--- src/hdl/afm_map.svh ---
`ifndef AFM_MAP_SVH
`define AFM_MAP_SVH
// unmute delay: 200 us at 200 MHz
`define AFM_UNMUTE_US 200
`define AFM_CLK_MHZ 200
`define AFM_UNMUTE_CYC (`AFM_UNMUTE_US * `AFM_CLK_MHZ)
`define AFM_CNT_W 16
`define AFM_NUM_BRIDGES 8
`define AFM_SYNC_W 2
// bit positions inside the synchroniser word, detectors at the bottom
`define AFM_SENSE_W 7
`define AFM_POS_RN 7
`define AFM_POS_RP 8
`define AFM_POS_LN 9
`define AFM_POS_LP 10
`define AFM_POS_MUTE 11
`define AFM_POS_SHUTDOWN_N 12
`define AFM_SYNC_N 13
`endif

--- src/hdl/afm_pkg.sv ---
package afm_pkg;
   // detector levels from the analog front end, all active high
   typedef struct packed {
      logic warnHot;      // above 135 C, stays set until below 120 C
      logic overTemp;     // above 150 C
      logic overCurrent;  // 5 A peak limit
      logic outShort;     // short at filtered output
      logic powerUv;      // power_stage_supply below threshold
      logic logicUv;      // logic_supply below threshold
      logic clockLoss;
   } afm_sense_s;
   typedef enum logic [1:0] {AFM_SLEEP, AFM_AWAKE, AFM_WAIT, AFM_RUN} afm_state_e;
   typedef logic [7:0] afm_bridge_t;
endpackage : afm_pkg

--- src/hdl/amp_fault_mute_control.sv ---
`timescale 1ns/10ps
`include "afm_map.svh"
module amp_fault_mute_control (
   input wire logic sys_clk,
   input wire logic sys_rst,
   input wire logic shutdown_n,
   input wire logic mute_n,
   input wire logic left_pwm_in_pos,
   input wire logic left_pwm_in_neg,
   input wire logic right_pwm_in_pos,
   input wire logic right_pwm_in_neg,
   input wire afm_pkg::afm_sense_s senseIn,
   output logic [`AFM_NUM_BRIDGES-1:0] bridgeEn,
   output logic [`AFM_NUM_BRIDGES-1:0] bridgeHigh,
   output logic thermal_warning_flag_n_o,
   output logic thermal_warning_flag_n_oe,
   output logic error_flag_n_o,
   output logic error_flag_n_oe,
   output logic sleepMode
);
   localparam int UNMUTE_CYC = `AFM_UNMUTE_CYC;

   // ==========================================================
   // input synchronisers
   // ==========================================================
   // every control pin and detector is asynchronous to sys_clk
   // trade-off: two flops add two clocks of fault latency, far below any thermal time
   localparam int NSYNC = `AFM_SYNC_N;
   logic [NSYNC-1:0] syncA_q, syncA_d, syncB_q, syncB_d;
   logic [NSYNC-1:0] rawIn;
   assign rawIn = {shutdown_n, mute_n, left_pwm_in_pos, left_pwm_in_neg,
                   right_pwm_in_pos, right_pwm_in_neg, senseIn};
   always_comb begin
      syncA_d = rawIn;
      syncB_d = syncA_q;
   end
   always_ff @(posedge sys_clk) begin
      if (sys_rst) begin
         syncA_q <= '0;
         syncB_q <= '0;
      end else begin
         syncA_q <= syncA_d;
         syncB_q <= syncB_d;
      end
   end
   logic stdnS, muteS, lp, ln, rp, rn;
   afm_pkg::afm_sense_s senseS;
   assign stdnS = syncB_q[`AFM_POS_SHUTDOWN_N];
   assign muteS = syncB_q[`AFM_POS_MUTE];
   assign lp = syncB_q[`AFM_POS_LP];
   assign ln = syncB_q[`AFM_POS_LN];
   assign rp = syncB_q[`AFM_POS_RP];
   assign rn = syncB_q[`AFM_POS_RN];
   assign senseS = afm_pkg::afm_sense_s'(syncB_q[`AFM_SENSE_W-1:0]);

   // ==========================================================
   // fault latch and control sequence
   // ==========================================================
   logic faultNow;
   // warnHot is left out: a warning alone never stops the stage
   assign faultNow = senseS.overTemp | senseS.overCurrent | senseS.outShort |
                     senseS.powerUv | senseS.logicUv | senseS.clockLoss;

   logic errLatch_q, errLatch_d, muteLow_q, muteLow_d, warn_q, warn_d;
   logic [`AFM_CNT_W-1:0] cnt_q, cnt_d;
   afm_pkg::afm_state_e state_q, state_d;

   always_comb begin
      errLatch_d = errLatch_q;
      muteLow_d = muteLow_q;
      cnt_d = cnt_q;
      state_d = state_q;
      warn_d = senseS.warnHot;
      if (!muteS)
         muteLow_d = 1'b1;
      // clear on mute rising after a low; a live fault sets again at once
      if (muteS && muteLow_q) begin
         muteLow_d = 1'b0;
         errLatch_d = 1'b0;
      end
      if (faultNow)
         errLatch_d = 1'b1;
      case (state_q)
         afm_pkg::AFM_SLEEP: if (stdnS) state_d = afm_pkg::AFM_AWAKE;
         afm_pkg::AFM_AWAKE: begin
            if (muteS && !errLatch_d) begin
               state_d = afm_pkg::AFM_WAIT;
               cnt_d = '0;
            end
         end
         afm_pkg::AFM_WAIT: begin
            // limitation: a fault or mute low during the wait restarts the full count
            cnt_d = cnt_q + 1'b1;
            if (cnt_q == `AFM_CNT_W'(UNMUTE_CYC - 1)) state_d = afm_pkg::AFM_RUN;
         end
         afm_pkg::AFM_RUN: ;
         default: state_d = afm_pkg::AFM_SLEEP;
      endcase
      if (state_q != afm_pkg::AFM_SLEEP && (!muteS || errLatch_d))
         state_d = afm_pkg::AFM_AWAKE;
      if (!stdnS)
         state_d = afm_pkg::AFM_SLEEP;
   end

   always_ff @(posedge sys_clk) begin
      if (sys_rst) begin
         errLatch_q <= 1'b0;
         muteLow_q <= 1'b0;
         warn_q <= 1'b0;
         cnt_q <= '0;
         state_q <= afm_pkg::AFM_SLEEP;
      end else begin
         errLatch_q <= errLatch_d;
         muteLow_q <= muteLow_d;
         warn_q <= warn_d;
         cnt_q <= cnt_d;
         state_q <= state_d;
      end
   end

   // ==========================================================
   // bridge drive and flags
   // ==========================================================
   logic run;
   afm_pkg::afm_bridge_t en_d, hi_d, en_q, hi_q;
   // faultNow gates at once, without waiting a clock for the latch
   assign run = (state_q == afm_pkg::AFM_RUN) && !errLatch_q && !faultNow;
   always_comb begin
      en_d = {`AFM_NUM_BRIDGES{run}};
      hi_d = run ? {rp, rp, rn, rn, lp, lp, ln, ln} : '0;
   end
   always_ff @(posedge sys_clk) begin
      if (sys_rst) begin
         en_q <= '0;
         hi_q <= '0;
      end else begin
         en_q <= en_d;
         hi_q <= hi_d;
      end
   end
   assign bridgeEn = en_q;
   assign bridgeHigh = hi_q;
   assign sleepMode = (state_q == afm_pkg::AFM_SLEEP);
   assign thermal_warning_flag_n_o = 1'b0;
   assign thermal_warning_flag_n_oe = warn_q;
   assign error_flag_n_o = 1'b0;
   assign error_flag_n_oe = errLatch_q;

   // ==========================================================
   // checks
   // ==========================================================
   a_fault_latches: assert property (@(posedge sys_clk) disable iff (sys_rst)
      faultNow |=> error_flag_n_oe) else $error("fault not latched");
   a_fault_stops: assert property (@(posedge sys_clk) disable iff (sys_rst)
      faultNow |=> bridgeEn == '0) else $error("bridges on during fault");
   a_error_holds: assert property (@(posedge sys_clk) disable iff (sys_rst)
      error_flag_n_oe && muteS && $past(muteS) |=> error_flag_n_oe) else $error("error cleared without mute");
   a_sleep_hiz: assert property (@(posedge sys_clk) disable iff (sys_rst)
      !stdnS |=> sleepMode ##1 bridgeEn == '0) else $error("bridges on in sleep");
   a_mute_off: assert property (@(posedge sys_clk) disable iff (sys_rst)
      !muteS |=> ##1 bridgeEn == '0) else $error("bridges on while muted");
   a_unmute_wait: assert property (@(posedge sys_clk) disable iff (sys_rst)
      state_q == afm_pkg::AFM_AWAKE ##1 state_q == afm_pkg::AFM_WAIT |-> bridgeEn == '0 [*8])
      else $error("bridges on early");
   a_warn_no_stop: assert property (@(posedge sys_clk) disable iff (sys_rst)
      state_q == afm_pkg::AFM_RUN && !faultNow && !errLatch_q && senseS.warnHot
      |=> bridgeEn != '0) else $error("warning stopped stage");
   a_warn_follows: assert property (@(posedge sys_clk) disable iff (sys_rst)
      senseS.warnHot |=> thermal_warning_flag_n_oe) else $error("warning flag missed");
   a_flag_opendrain: assert property (@(posedge sys_clk)
      !error_flag_n_o && !thermal_warning_flag_n_o) else $error("flag driven high");
   a_err_release: assert property (@(posedge sys_clk) disable iff (sys_rst)
      $fell(error_flag_n_oe) |-> $past(muteS) && !$past(faultNow)) else $error("error released early");
   a_err_cause: assert property (@(posedge sys_clk) disable iff (sys_rst)
      $rose(error_flag_n_oe) |-> $past(faultNow)) else $error("error without fault");
   a_warn_release: assert property (@(posedge sys_clk) disable iff (sys_rst)
      !senseS.warnHot |=> !thermal_warning_flag_n_oe) else $error("warning flag stuck");
   a_warn_no_error: assert property (@(posedge sys_clk) disable iff (sys_rst)
      senseS.warnHot && !faultNow && !errLatch_q |=> !error_flag_n_oe) else $error("warning latched error");
   a_supply_block: assert property (@(posedge sys_clk) disable iff (sys_rst)
      senseS.powerUv || senseS.logicUv |=> bridgeEn == '0 && error_flag_n_oe) else $error("supply fault ignored");

   // ==========================================================
   // sequencing and bridge group checks
   // ==========================================================
   a_powerup_hiz: assert property (@(posedge sys_clk)
      sys_rst |=> bridgeEn == '0 && sleepMode && !error_flag_n_oe) else $error("stage on at power-up");
   a_wake_hiz: assert property (@(posedge sys_clk) disable iff (sys_rst)
      state_q == afm_pkg::AFM_AWAKE |=> bridgeEn == '0) else $error("stage on before unmute");
   a_run_needs_wake: assert property (@(posedge sys_clk) disable iff (sys_rst)
      bridgeEn != '0 |-> $past(stdnS, 2)) else $error("stage on without wake");
   a_run_enables: assert property (@(posedge sys_clk) disable iff (sys_rst)
      state_q == afm_pkg::AFM_RUN && !error_flag_n_oe && !faultNow |=> bridgeEn == '1) else $error("stage not on");
   a_unmute_count: assert property (@(posedge sys_clk) disable iff (sys_rst)
      state_q == afm_pkg::AFM_WAIT |-> cnt_q < `AFM_CNT_W'(UNMUTE_CYC)) else $error("unmute count overrun");
   a_bridges_equal: assert property (@(posedge sys_clk) disable iff (sys_rst)
      bridgeEn == '0 || bridgeEn == '1) else $error("bridges split");
   a_high_gated: assert property (@(posedge sys_clk) disable iff (sys_rst)
      (bridgeHigh & ~bridgeEn) == '0) else $error("level on disabled bridge");
endmodule : amp_fault_mute_control

--- config.mk ---
export PLATFORM = sky130hd
export DESIGN_NAME = amp_fault_mute_control
export DESIGN_NICKNAME = d
export VERILOG_FILES = /design/src/hdl/afm_pkg.sv /design/src/hdl/amp_fault_mute_control.sv
export VERILOG_INCLUDE_DIRS = /design/src /design/src/hdl
export SDC_FILE = /design/constraint.sdc
export NUM_CORES = 1
export LEC_CHECK = 0
export ABC_AREA = 1
export BUFFER_PORTS_ARGS = -buffer_cell sky130_fd_sc_hd__buf_2
export CORE_ASPECT_RATIO = 0.8
export CORE_MARGIN = 8
export CORE_UTILIZATION = 27
export CTS_CLUSTER_SIZE = 12
export DETAILED_ROUTE_END_ITERATION = 6
export GPL_TIMING_DRIVEN = 0
export PLACE_DENSITY = 0.5
export SLEW_MARGIN = 10
export SYNTH_ARGS = -nofsm -noshare
export SYNTH_HDL_FRONTEND = slang
export SYNTH_SLANG_ARGS = --single-unit
export TNS_END_PERCENT = 50
--- constraint.sdc ---
create_clock -name sys_clk -period 1.58 [get_ports sys_clk]
set_input_delay 0.158 -clock sys_clk [delete_from_list [all_inputs] [get_ports sys_clk]]
set_output_delay 0.158 -clock sys_clk [all_outputs]
set_load 0.05 [all_outputs]
* Word-level counts from Yosys, hierarchy flattened
Cells that the tools add are included.
** Word-level totals
- Output and inout port bits :: 21
- Input port bits :: 15
- Flip-flop bits (word level) :: 55
- Logic and storage cells :: 56
** Cells by class
- Add/sub/neg operators :: 1
- Reduce and logical (&&, ||, !) cells :: 22
- Bitwise gates (word level) :: 7
- Equal/unequal tests :: 8
- Multiplexer cells :: 8
** Operators with widths (count)
- one-hot mux 16 bit (2 select lines) :: 1
- adder 16 x 1 -> 16 bit (second input constant) :: 1
- equality test 16 bit (second input constant) :: 1
- two-way mux 16 bit :: 1
- inequality test 3 bit (second input constant) :: 2
- one-hot mux 2 bit (3 select lines) :: 1
- AND reduction 3 bit :: 2
- OR reduction 2 bit :: 3
- logical AND 1 bit :: 5
- bitwise OR 1 bit :: 5
- equality test 2 bit (second input constant) :: 2
- logical NOT 1 bit :: 4
- two-way mux 2 bit :: 2
- inequality test 2 bit (second input constant) :: 2
- nonzero test 2 bit :: 2
- nonzero test 4 bit :: 1
- two-way mux 1 bit :: 3
- nonzero test 3 bit :: 1
- OR reduction 3 bit :: 1
- equality test 2 x 1 -> 1 bit (second input constant) :: 1
- logical NOT 2 bit :: 1
- inverter 1 bit :: 2
- AND reduction 2 bit :: 1
- logical OR 1 bit :: 1

* Logic depth before layout (Yosys ltp)
Gate-level depths: netlist of the first run.
- Word-level depth :: 11
- Mapped depth :: 11
- Mapped depth without buffers :: 11

* Worst setup path after synthesis of the first run
OpenSTA, ideal clock, no wires.
- Path type :: reg2reg
- From :: reg state_q[0]
- To :: reg state_q[0]
- Data required time :: 1.466 ns
- Clock period less this slack :: 1.651 ns
- Path slack :: -0.071 ns
- Cell stages (with the launch flop) :: 8
- Library setup time :: 0.114 ns
- Data arrival time :: 1.537 ns
- Buffers on the path :: 0
- Cells stage by stage :: dfxtp_1 -> inv_1 -> ha_1 -> inv_1 -> nand3_1 -> or2_2 -> a21oi_1 -> nor2_1
** Between the ends
- Elaborated cells between the ends (all ways) :: 11
- Those cells by class :: eq/ne (4); mux (2); reduce/logical (5)
** RTL lines
- from (decl) :: line amp_fault_mute_control.sv:66 : afm_pkg::afm_state_e state_q, state_d;
- from (signal assigned) :: line amp_fault_mute_control.sv:111 : state_q <= afm_pkg::AFM_SLEEP;
- from (signal assigned) :: line amp_fault_mute_control.sv:117 : state_q <= state_d;
- logical NOT 2 bit *
- via sleepMode :: line amp_fault_mute_control.sv:19 : output logic sleepMode
- one-hot mux 2 bit (3 select lines) or nonzero test 4 bit (tied branches)
- two-way mux 1 bit or AND reduction 3 bit (tied branches)
The timed path passes the listed nets; every way through them passes the cells marked *.
A chain may end at the register's enable or synchronous reset.

* Final worst setup path of the first run
- From :: reg state_q[0]
- To :: reg state_q[0]
** Between the ends
- Cells in the longest elaborated chain, start to end :: 4
- Elaborated cells between the ends (all ways) :: 11
- Those cells by class :: eq/ne (4); mux (2); reduce/logical (5)
** Ends and longest elaborated chain
- nonzero test 2 bit :: line amp_fault_mute_control.sv:99 : if (state_q != afm_pkg::AFM_SLEEP && (!muteS || errLatch_d))
- logical AND 1 bit :: line amp_fault_mute_control.sv:99
- inequality test 3 bit (no source line) or nonzero test 4 bit (tied branches)
- AND reduction 3 bit (no source line)
Several ways; a longest one is shown, not always the timed one.

==> results of run 1 <==
-- power by group --
| group | internal [mW] | switching (mW) |
|---|---|---|
| combinational | 0.0633 | 0.114 |
| clock | 0.335 | 0.483 |
| sequential | 1.35 | 0.0126 |
| total | 1.75 | 0.609 |
-- worst max path at each step --
stage,slack (ns),depth (start not counted),endpoint
6_report,0.07,8,state_q[0]
5_1_grt,-0.002,10,cnt_q[15]
4_1_cts,0.01,8,state_q[0]
3_5_place_dp,-0.24,10,cnt_q[8]
3_3_place_gp,-0.24,10,cnt_q[8]
2_1_floorplan,0.002,8,cnt_q[8]
-- layer usage --
layer | part of all wire | vias to the layer above | wire (um) | track usage
li1 | - | 1039 | - | -
met1 | 0.54 | 773 | 2430 | 0.109
met2 | 0.40 | 29 | 1770 | 0.110
met3 | 0.043 | 7 | 191 | 0.0204
met4 | 0.017 | 0 | 76 | 0.0345
met5 | 0 | - | 0 | 0
-- worst reg2reg max path, delay by kind of cell, from the launching register on --
family                   cells  cell delay (ns)
AND/OR/NAND/NOR              3             0.43
flip-flops                   1             0.35
buffers and inverters        3             0.29
adder cells (fa/ha/maj)      1             0.20
AO/OA/AOI/OAI                1             0.15
-- synthesized netlist by cell type (all sizes together) --
cell	count
nand2	59
o21bai	1
nand3	22
nand4	3
clkinv	2
clkbuf	4
o2111ai	1
xor2	6
ha	5
o21ai	1
nor2	77
a21oi	19
conb	1
buf	17
dfxtp	52
or2	1
inv	51
-- per-stage QoR --
step | cells | power [mW] | utilization
after floorplan | 323 | 1.51 | -
after global placement | 467 | 1.56 | 0.314
after detailed placement | 467 | 1.56 | 0.314
after CTS | 476 | 2.39 | 0.327
after global routing | 477 | 2.47 | 0.334
final | 477 | 2.35 | 0.334
-- placed cells by master (no fill, tap or decap), drive strengths merged --
master and instances:
a21oi 19, buf 51, clkbuf 9, conb 2, dfxtp 52, ha 5
inv 56, nand2 59, nand3 22, nand4 3, nor2 77, o2111ai 1
o21ai 1, o21bai 1, or2 1, xor2 6
-- cell type report --
cell class / count / area, um2 / share of cell area
sequential: 52 / 1040 / 0.371
multi-input combinational: 197 / 993 / 0.352
inverter: 53 / 214 / 0.0759
timing repair buffer: 34 / 175 / 0.0621
buffer: 21 / 154 / 0.0546
tap: 112 / 140 / 0.0497
clock buffer: 5 / 68.8 / 0.0244
clock inverter: 3 / 28.8 / 0.0102
-- flip-flops by register name (all words and copies together) (netlist names) --
name                       cells
thermal_warning_flag_n_oe      1
error_flag_n_oe                1
state_q                        2
syncA_q                       13
cnt_q                         16
syncB_q                       13
bridgeHigh                     4
muteLow_q                      1
bridgeEn                       1
-- kinds of logic after synthesis --
group | count (synthesis)
adder cells (fa/ha/maj) | 5
other | 1
flip-flops | 52
AO/OA/AOI/OAI | 22
buffers and inverters | 74
XOR/XNOR | 6
AND/OR/NAND/NOR | 162
-- what timing repair did --
action                     4_1_cts  5_1_grt
hold endpoints to repair         0        0
setup endpoints to repair       17       12
pin swaps                        0        1
buffers inserted                 1        1
gates resized for setup          4       16
==> impl_metrics.yaml, run 1 <==
setup_path:
  path_class: "register to register"
  crit_family: "simple AND/OR/NAND/NOR gates"
  rr_startpoint: "state_q[0]"
  worstPathMaxFanout: 9
  required_ns: 1.79
  cp-end-kind: "register"
  crit_start: "state_q[0]"
  start_kind: "register"
  ff2ff_setup_slack_ns: 0.07
  timing.rr.end: "state_q[0]"
  arrival_ns: 1.72
  path_buf_inv: 3
  path_cells: "inv_1 > ha_1 > buf_6 > inv_8 > nand3_2 > or2_2 > a21oi_1 > nor2_1"
  reg2reg_depth: 8
  crit_path_max_incr_delay_ns: 0.35
  cp_slowest_cell: "dfxtp_2"
clock_network:
  clock_sinks: 52
  cts_tree: "built"
  clk_pin_slew_worst_paths_ns: 0.11
  clk_latency_ns: 0.31
  htree_levels: 2
  clockBufferDepth: 2
  numCtsBuffers: 5
  cts_root_buf: "clkbuf_8"
  cts.hold.buffers_added: 0
floorplanning:
  start_util: 0.277
  coreArea_um2: 8450
  die_h_um: 99.3
  rows: 30
  io_pins: 36
  die_width_um: 120
  die_area_um2: 11900
global_routing:
  grt_max_degree: 20
  grtUsageTotal: 0.0782
  overflow: 0
  grt_pass1_vias: 1576
  grt_pass1_wl_mm: 7.62
  antenna_found_initial: 0
timing:
  worst_slack_ns: 0.0701
  slew_headroom: 0.500
  final-max-slew-violation-count: 0
  fin_crit_ns: 1.51
  setup_viol: 0
  fin_hold_ws_ns: 0.0316
  layout_worst_path_cycle_share: 0.956
  worst_pin_slew_ns: 0.750
  setup-tns-final_ns: 0
  fin_skew_ns: 0.0107
  rsz0062_at_grt: "yes"
  max_freq_mhz: 662
  hold_violations: 0
detailed_routing:
  wl_per_cell_um: 9.35
  detail_route.wirelength_mm: 4.46
  viasPerCell: 3.87
  dr.pass1.iters: 4
  vias: 1848
  drtAntennaViolNets: 0
  drtIter0Drc: 72
  drc_errors: 0
synthesis:
  synth_fa_ha_area_frac: 0.0267
  ys_types: 25
  yosys.area_share.simple: 0.292
  synth-seq-cells: 52
  synth_top_family_by_area: "simple AND/OR/NAND/NOR gates"
  yosysWarnings: 0
  synthMuxAreaShare: 0
  ys_seq_area_frac: 0.444
  netlist_instances: 322
  synth_top_area_frac: 0.444
  avgSynthCellArea_um2: 7.28
  yosysTopAreaCell: "dfxtp_1"
  synth_area_leaders: "dfxtp_1 44%, nor2_1 12%, nand2_1 9.1%"
  syn_area_um2: 2340
  synth-xor-area-share: 0.0224
  synth_compound_area_frac: 0.0625
final_layout:
  layout.nets: 384
  area.growth.synth_to_final_pct: 20.3
  postLayoutCellArea_um2: 2820
  layout-drive-gt1-share: 0.247
  n_fill_cell: 884
  insertedDiodeCount: 0
min_path:
  min_to: "syncA_q[0]"
  hp-start: "senseIn[0]"
  hold_depth: 3
  hold_path.class: "input port to register"
power:
  leakagePower_nw: 1.26
  power_per_cell_area_nw_per_um2: 835
  ir_drop_v: 0.000355
outcome:
  outcome: "finished, final reports clean"
place:
  placed_area_um2: 2650
  dp_hpwl_mm: 3.41
  place_congestion: 0.778
  preCtsSetupSlack_ns: -0.238
  io_buffer_count: 32
flow_run:
  cap_viol_max_count: 0
Note: power is estimated with default switching activity, not from simulation.
==> run 2: changes to the inputs <==
- ABC_AREA: 1 -> default
==> run 2 against run 1 <==
Worst setup slack worse by 0.19 ns; via count up 3.2%; sequential share of layout area down 1.7 points; global-route usage up 1.6 points; core utilization up 1.8 points; largest cell class is now multi-input gates; sequential power about the same; first-iteration DRC count up 22%; die area up 0.50%; synthesized area up 0.59%; the flow now finishes with violations (setup timing); wire length up 25%.
==> impl_metrics.yaml, run 2 <==
outcome:
  outcome: "complete, but fails checks"
  violations: "setup timing"
synthesis:
  syn_area_um2: 2360
  ys_seq_area_frac: 0.442
  yosysWarnings: 0
  avgSynthCellArea_um2: 10.2
  synth_ff_type: "dfxtp_1"
  ys_async_sr_fraction: 0
  synth_top_area_frac: 0.442
  ys_types: 44
  synth_area_leaders: "dfxtp_1 44%, nor2b_1 7.4%, a311o_1 4.7%"
  yosysTopAreaCell: "dfxtp_1"
  synth-seq-cells: 52
  synth_enable_flop_cells: 0
  synthTopCellsByCount: "52 x dfxtp_1, 28 x nor2b_1, 14 x buf_4"
  yosysMostFrequentCell: "dfxtp_1"
  netlist_instances: 232
timing:
  layout_worst_path_cycle_share: 1.07
  hold_violations: 0
  fin_skew_ns: 0.00453
  setup_viol: 18
  worst_slack_ns: -0.118
  max_freq_mhz: 589
  worst_pin_slew_ns: 0.562
  final-max-slew-violation-count: 0
  fin_crit_ns: 1.70
  slew_headroom: 0.626
  rsz0062_at_grt: "yes"
  setup-tns-final_ns: -0.979
final_layout:
  fin_util: 0.352
  area.growth.synth_to_final_pct: 26.6
  largest_registers: "cnt_q: 16 flops, syncA_q: 13 flops, syncB_q: 13 flops"
  final_common_cell: "dfxtp_1"
  layout-drive-gt1-share: 0.362
  final_cell_mix: "45 x dfxtp_1, 36 x buf_2, 28 x nor2b_1, 17 x buf_4"
  insertedDiodeCount: 0
  n_fill_cell: 867
  largest_reg_flops: 16
  largest_register: "cnt_q"
  layout.nets: 298
setup_path:
  required_ns: 1.82
  cp_slowest_cell: "or4_4"
  path_cells: "nor4_4 > buf_6 > a41oi_4 > or4_4 > a21oi_2"
  crit_path_max_incr_delay_ns: 0.53
  cp-end-kind: "register"
  ff2ff_setup_slack_ns: -0.12
  start_kind: "register"
  worstPathMaxFanout: 6
  path_class: "register to register"
  arrival_ns: 1.94
detailed_routing:
  drtIter0Drc: 88
  dr.pass1.iters: 4
  drc_errors: 0
  drtAntennaViolNets: 0
  detail_route.wirelength_mm: 5.57
  vias: 1908
  viasPerCell: 4.88
  wl_per_cell_um: 14.2
clock_network:
  htree_levels: 2
  clk_latency_ns: 0.30
  clk_pin_slew_worst_paths_ns: 0.09
  numCtsBuffers: 5
  clockBufferDepth: 2
  clock_sinks: 52
  cts.hold.buffers_added: 0
  cts_tree: "built"
  cts_root_buf: "clkbuf_8"
floorplanning:
  die_width_um: 120
  start_util: 0.278
  die_h_um: 99.6
  rows: 30
  coreArea_um2: 8480
  io_pins: 36
  die_area_um2: 12000
power:
  ir_drop_v: 0.000327
  total_power_mw: 2.64
  power_per_cell_area_nw_per_um2: 884
  leakagePower_nw: 1.10
global_routing:
  grtUsageTotal: 0.0942
  antenna_found_initial: 0
  grt_max_degree: 17
  grt_pass1_vias: 1827
  overflow: 0
  grt_pass1_wl_mm: 9.23
place:
  io_buffer_count: 33
  dp_hpwl_mm: 3.78
  place_congestion: 0.779
  preCtsSetupSlack_ns: -0.362
flow_run:
  cap_viol_max_count: 0
min_path:
  hold_path.class: "input port to register"
==> run 2: cell types whose count changed after synthesis, sizes merged, moves of 5 or more <==
cell,delta
nor2b,+28
o211ai,+11
clkbuf,+5
inv,-45
nor2,-73
a21oi,-12
nor4,+11
xor2,-6
a311o,+11
mux2i,+11
nand3,-14
nand2,-52
and4,+5
o21ai,+5
==> run 2: worst paths after layout <==
| path | from | cells after the start | end |
|---|---|---|---|
| setup / recovery | syncB_q[0] | 5 | cnt_q[2] |
| hold / removal | right_pwm_in_pos | 2 | syncA_q[8] |
| setup reg to reg | syncB_q[0] | 5 | cnt_q[2] |
| hold reg to reg | syncB_q[8] | 1 | bridgeHigh[6] |
==> run 2: cells by family after synthesis <==
logic type                 after synthesis  synth area share
adders and majority gates                5            0.0265
other                                    1           0.00159
DFF                                     52             0.442
xor gates and xnor gates                 2           0.00743
muxes                                   11            0.0467
buffers and inverters                   35            0.0908
AOI/OAI and AO/OA                       47             0.161
and+or+nand+nor                         79             0.224
==> run 2: metrics by stage <==
stage	hold WS, ns	cell area, um2	std cells
6_report	0.0578	2980	391
5_1_grt	0.0574	2980	391
4_1_cts	0.0465	2950	390
3_5_place_dp	0.372	2680	378
3_3_place_gp	0.369	2680	378
2_1_floorplan	0.286	2380	233
==> run 2: routing by layer <==
metal | global-route usage | part of all wire
met1 | 0.124 | 0.49
met2 | 0.141 | 0.43
met3 | 0.0255 | 0.066
met4 | 0.0402 | 0.014
met5 | 0 | 0
==> run 2: worst max-delay path: cells and delay by family (launching register included) <==
kind | cells | cell delay (ns)
buffers and inverters | 1 | 0.17
flip-flops | 1 | 0.34
AND/OR/NAND/NOR | 2 | 0.80
AO/OA/AOI/OAI | 2 | 0.33
==> run 2: timing repair <==
item                                   in CTS  in global routing
setup buffers                               3                  1
setup endpoints to repair                  18                 18
endpoints found under the hold margin       0                  0
gates cloned                                2                  0
gates resized for setup                    32                  6
pin swaps                                   6                  4
==> run 2: cell type report <==
cell class	instances	area (um2)	share of cell area
plain buffers	28	199	0.0667
clock buffers	6	72.6	0.0243
clock inverters	2	60.1	0.0201
inverters	6	22.5	0.00755
multi-input cells	147	1230	0.413
flip-flops and latches	52	1050	0.353
well taps	112	140	0.0470
repair buffers	38	204	0.0683
==> run 2: power by group <==
group / leakage [nW] / total (mW) / internal, mW / switching, mW
clock network: 0.0654 / 1.06 / 0.633 / 0.430
registers: 0.429 / 1.36 / 1.35 / 0.0169
logic: 0.609 / 0.212 / 0.0880 / 0.124
total: 1.10 / 2.64 / 2.07 / 0.572
==> run 3: changes to the inputs <==
- ABC_CLOCK_PERIOD_IN_PS: default -> 1600
- PLACE_DENSITY: 0.5 -> 0.49
- clock period: 1.58 -> 1.6 ns (I/O delays scaled with it)
==> run 3 against run 2 <==
The run still ends with setup timing left; core utilization up 0.86 points; via count up 0.89%; clock skew is 0.0017 ns lower; sequential power about the same.
==> impl_metrics.yaml, run 3 (synthesis gave the netlist of run 2 again) <==
outcome:
  outcome: "complete, but fails checks"
  violations: "setup timing"
global_routing:
  grt_pass1_wl_mm: 9.32
  grt_pass1_vias: 1780
  grt_max_degree: 18
  grtUsageTotal: 0.0963
  overflow: 0
  antenna_found_initial: 0
detailed_routing:
  drc_errors: 0
  drtAntennaViolNets: 0
  wl_per_cell_um: 14.7
  vias: 1925
  detail_route.wirelength_mm: 5.82
  viasPerCell: 4.87
  drtIter0Drc: 71
  dr.pass1.iters: 6
final_layout:
  largest_reg_flops: 16
  insertedDiodeCount: 0
  layout-drive-gt1-share: 0.392
  layout.nets: 302
  n_fill_cell: 892
  largest_registers: "cnt_q: 16 flops, syncA_q: 13 flops, syncB_q: 13 flops"
  largest_register: "cnt_q"
  area.growth.synth_to_final_pct: 29.7
  postLayoutCellArea_um2: 3060
  final_common_cell: "dfxtp_1"
  fin_util: 0.360
  final_cell_mix: "44 x dfxtp_1, 35 x buf_2, 28 x nor2b_1, 18 x buf_4"
setup_path:
  cp_slowest_cell: "or4_1"
  worstPathMaxFanout: 6
  path_buf_inv: 1
  path_class: "register to register"
  cp-end-kind: "register"
  required_ns: 1.84
  crit_family: "simple AND/OR/NAND/NOR gates"
  crit_path_max_incr_delay_ns: 0.46
  start_kind: "register"
  path_cells: "nor4_4 > buf_6 > a41oi_4 > or4_1 > a21oi_1"
  arrival_ns: 1.90
floorplanning:
  coreArea_um2: 8480
  start_util: 0.278
  io_pins: 36
  die_width_um: 120
  die_h_um: 99.6
  rows: 30
  die_area_um2: 12000
timing:
  worst_pin_slew_ns: 0.577
  max_freq_mhz: 603
  slew_headroom: 0.615
  fin_hold_ws_ns: 0.0465
  worst_slack_ns: -0.0580
  layout_worst_path_cycle_share: 1.04
  setup_viol: 11
  fin_skew_ns: 0.00284
  final-max-slew-violation-count: 0
  fin_crit_ns: 1.66
  rsz0062_at_grt: "yes"
  hold_violations: 0
  setup-tns-final_ns: -0.319
clock_network:
  cts.hold.buffers_added: 0
  cts_tree: "built"
  clk_pin_slew_worst_paths_ns: 0.10
  htree_levels: 2
  clock_sinks: 52
  cts_root_buf: "clkbuf_8"
  clockBufferDepth: 2
  numCtsBuffers: 5
  clk_latency_ns: 0.31
place:
  placed_area_um2: 2680
  dp_hpwl_mm: 3.71
  io_buffer_count: 33
  place_congestion: 0.772
flow_run:
  cap_viol_max_count: 0
power:
  ir_drop_v: 0.000334
  power_per_cell_area_nw_per_um2: 770
  leakagePower_nw: 1.12
min_path:
  hold_path.class: "input port to register"
## run 3: changes by cell type in the layout (fill, tap and decap cells not counted), sizes merged
cell	delta
buf	+2
bufinv	-2
clkbuf	+2
clkinvlp	+1
inv	+1
## run 3: worst paths after layout
check | startpoint | endpoint | slack (ns) | cells past startpoint
hold reg to reg | syncB_q[9] | bridgeHigh[1] | 0.43 | 1
hold / removal | senseIn[3] | syncA_q[3] | 0.05 | 2
setup reg to reg | syncB_q[0] | cnt_q[2] | -0.06 | 5
setup / recovery | syncB_q[0] | cnt_q[2] | -0.06 | 5
## run 3: timing repair
item / in CTS / in global routing
resized for setup: 38 / 16
cloned: 3 / 0
endpoints found under the setup margin: 18 / 18
setup buffers: 4 / 3
pin swaps: 12 / 2
## run 3: final cells by class
| type | instances | area [um2] | share of cell area |
|---|---|---|---|
| Tap cell | 112 | 140 | 0.0458 |
| Clock buffer | 6 | 72.6 | 0.0237 |
| Buffer | 28 | 200 | 0.0655 |
| Clock inverter | 2 | 17.5 | 0.00573 |
| Sequential cell | 52 | 1050 | 0.345 |
| Timing Repair Buffer | 42 | 259 | 0.0847 |
| Multi-Input combinational cell | 147 | 1280 | 0.420 |
| Inverter | 6 | 28.8 | 0.00941 |
## run 3: through the flow
step	worst slack (ns)	std cells	power [mW]
CTS	-0.0406	392	2.38
global placement	-0.332	378	1.56
detailed placement	-0.330	378	1.56
global route	-0.146	395	2.45
floorplan	-0.0331	233	1.50
finish	-0.0580	395	2.35
## run 3: where the power goes
| part | switching [mW] | internal [mW] | total [mW] |
|---|---|---|---|
| registers | 0.0172 | 1.33 | 1.35 |
| logic | 0.129 | 0.0911 | 0.221 |
| clock network | 0.464 | 0.321 | 0.785 |
## run 3: metal layers
layer / GRT usage / wire [um]
met1: 0.124 / 2740
met2: 0.148 / 2640
met5: 0 / 0
met3: 0.0210 / 302
met4: 0.0479 / 135
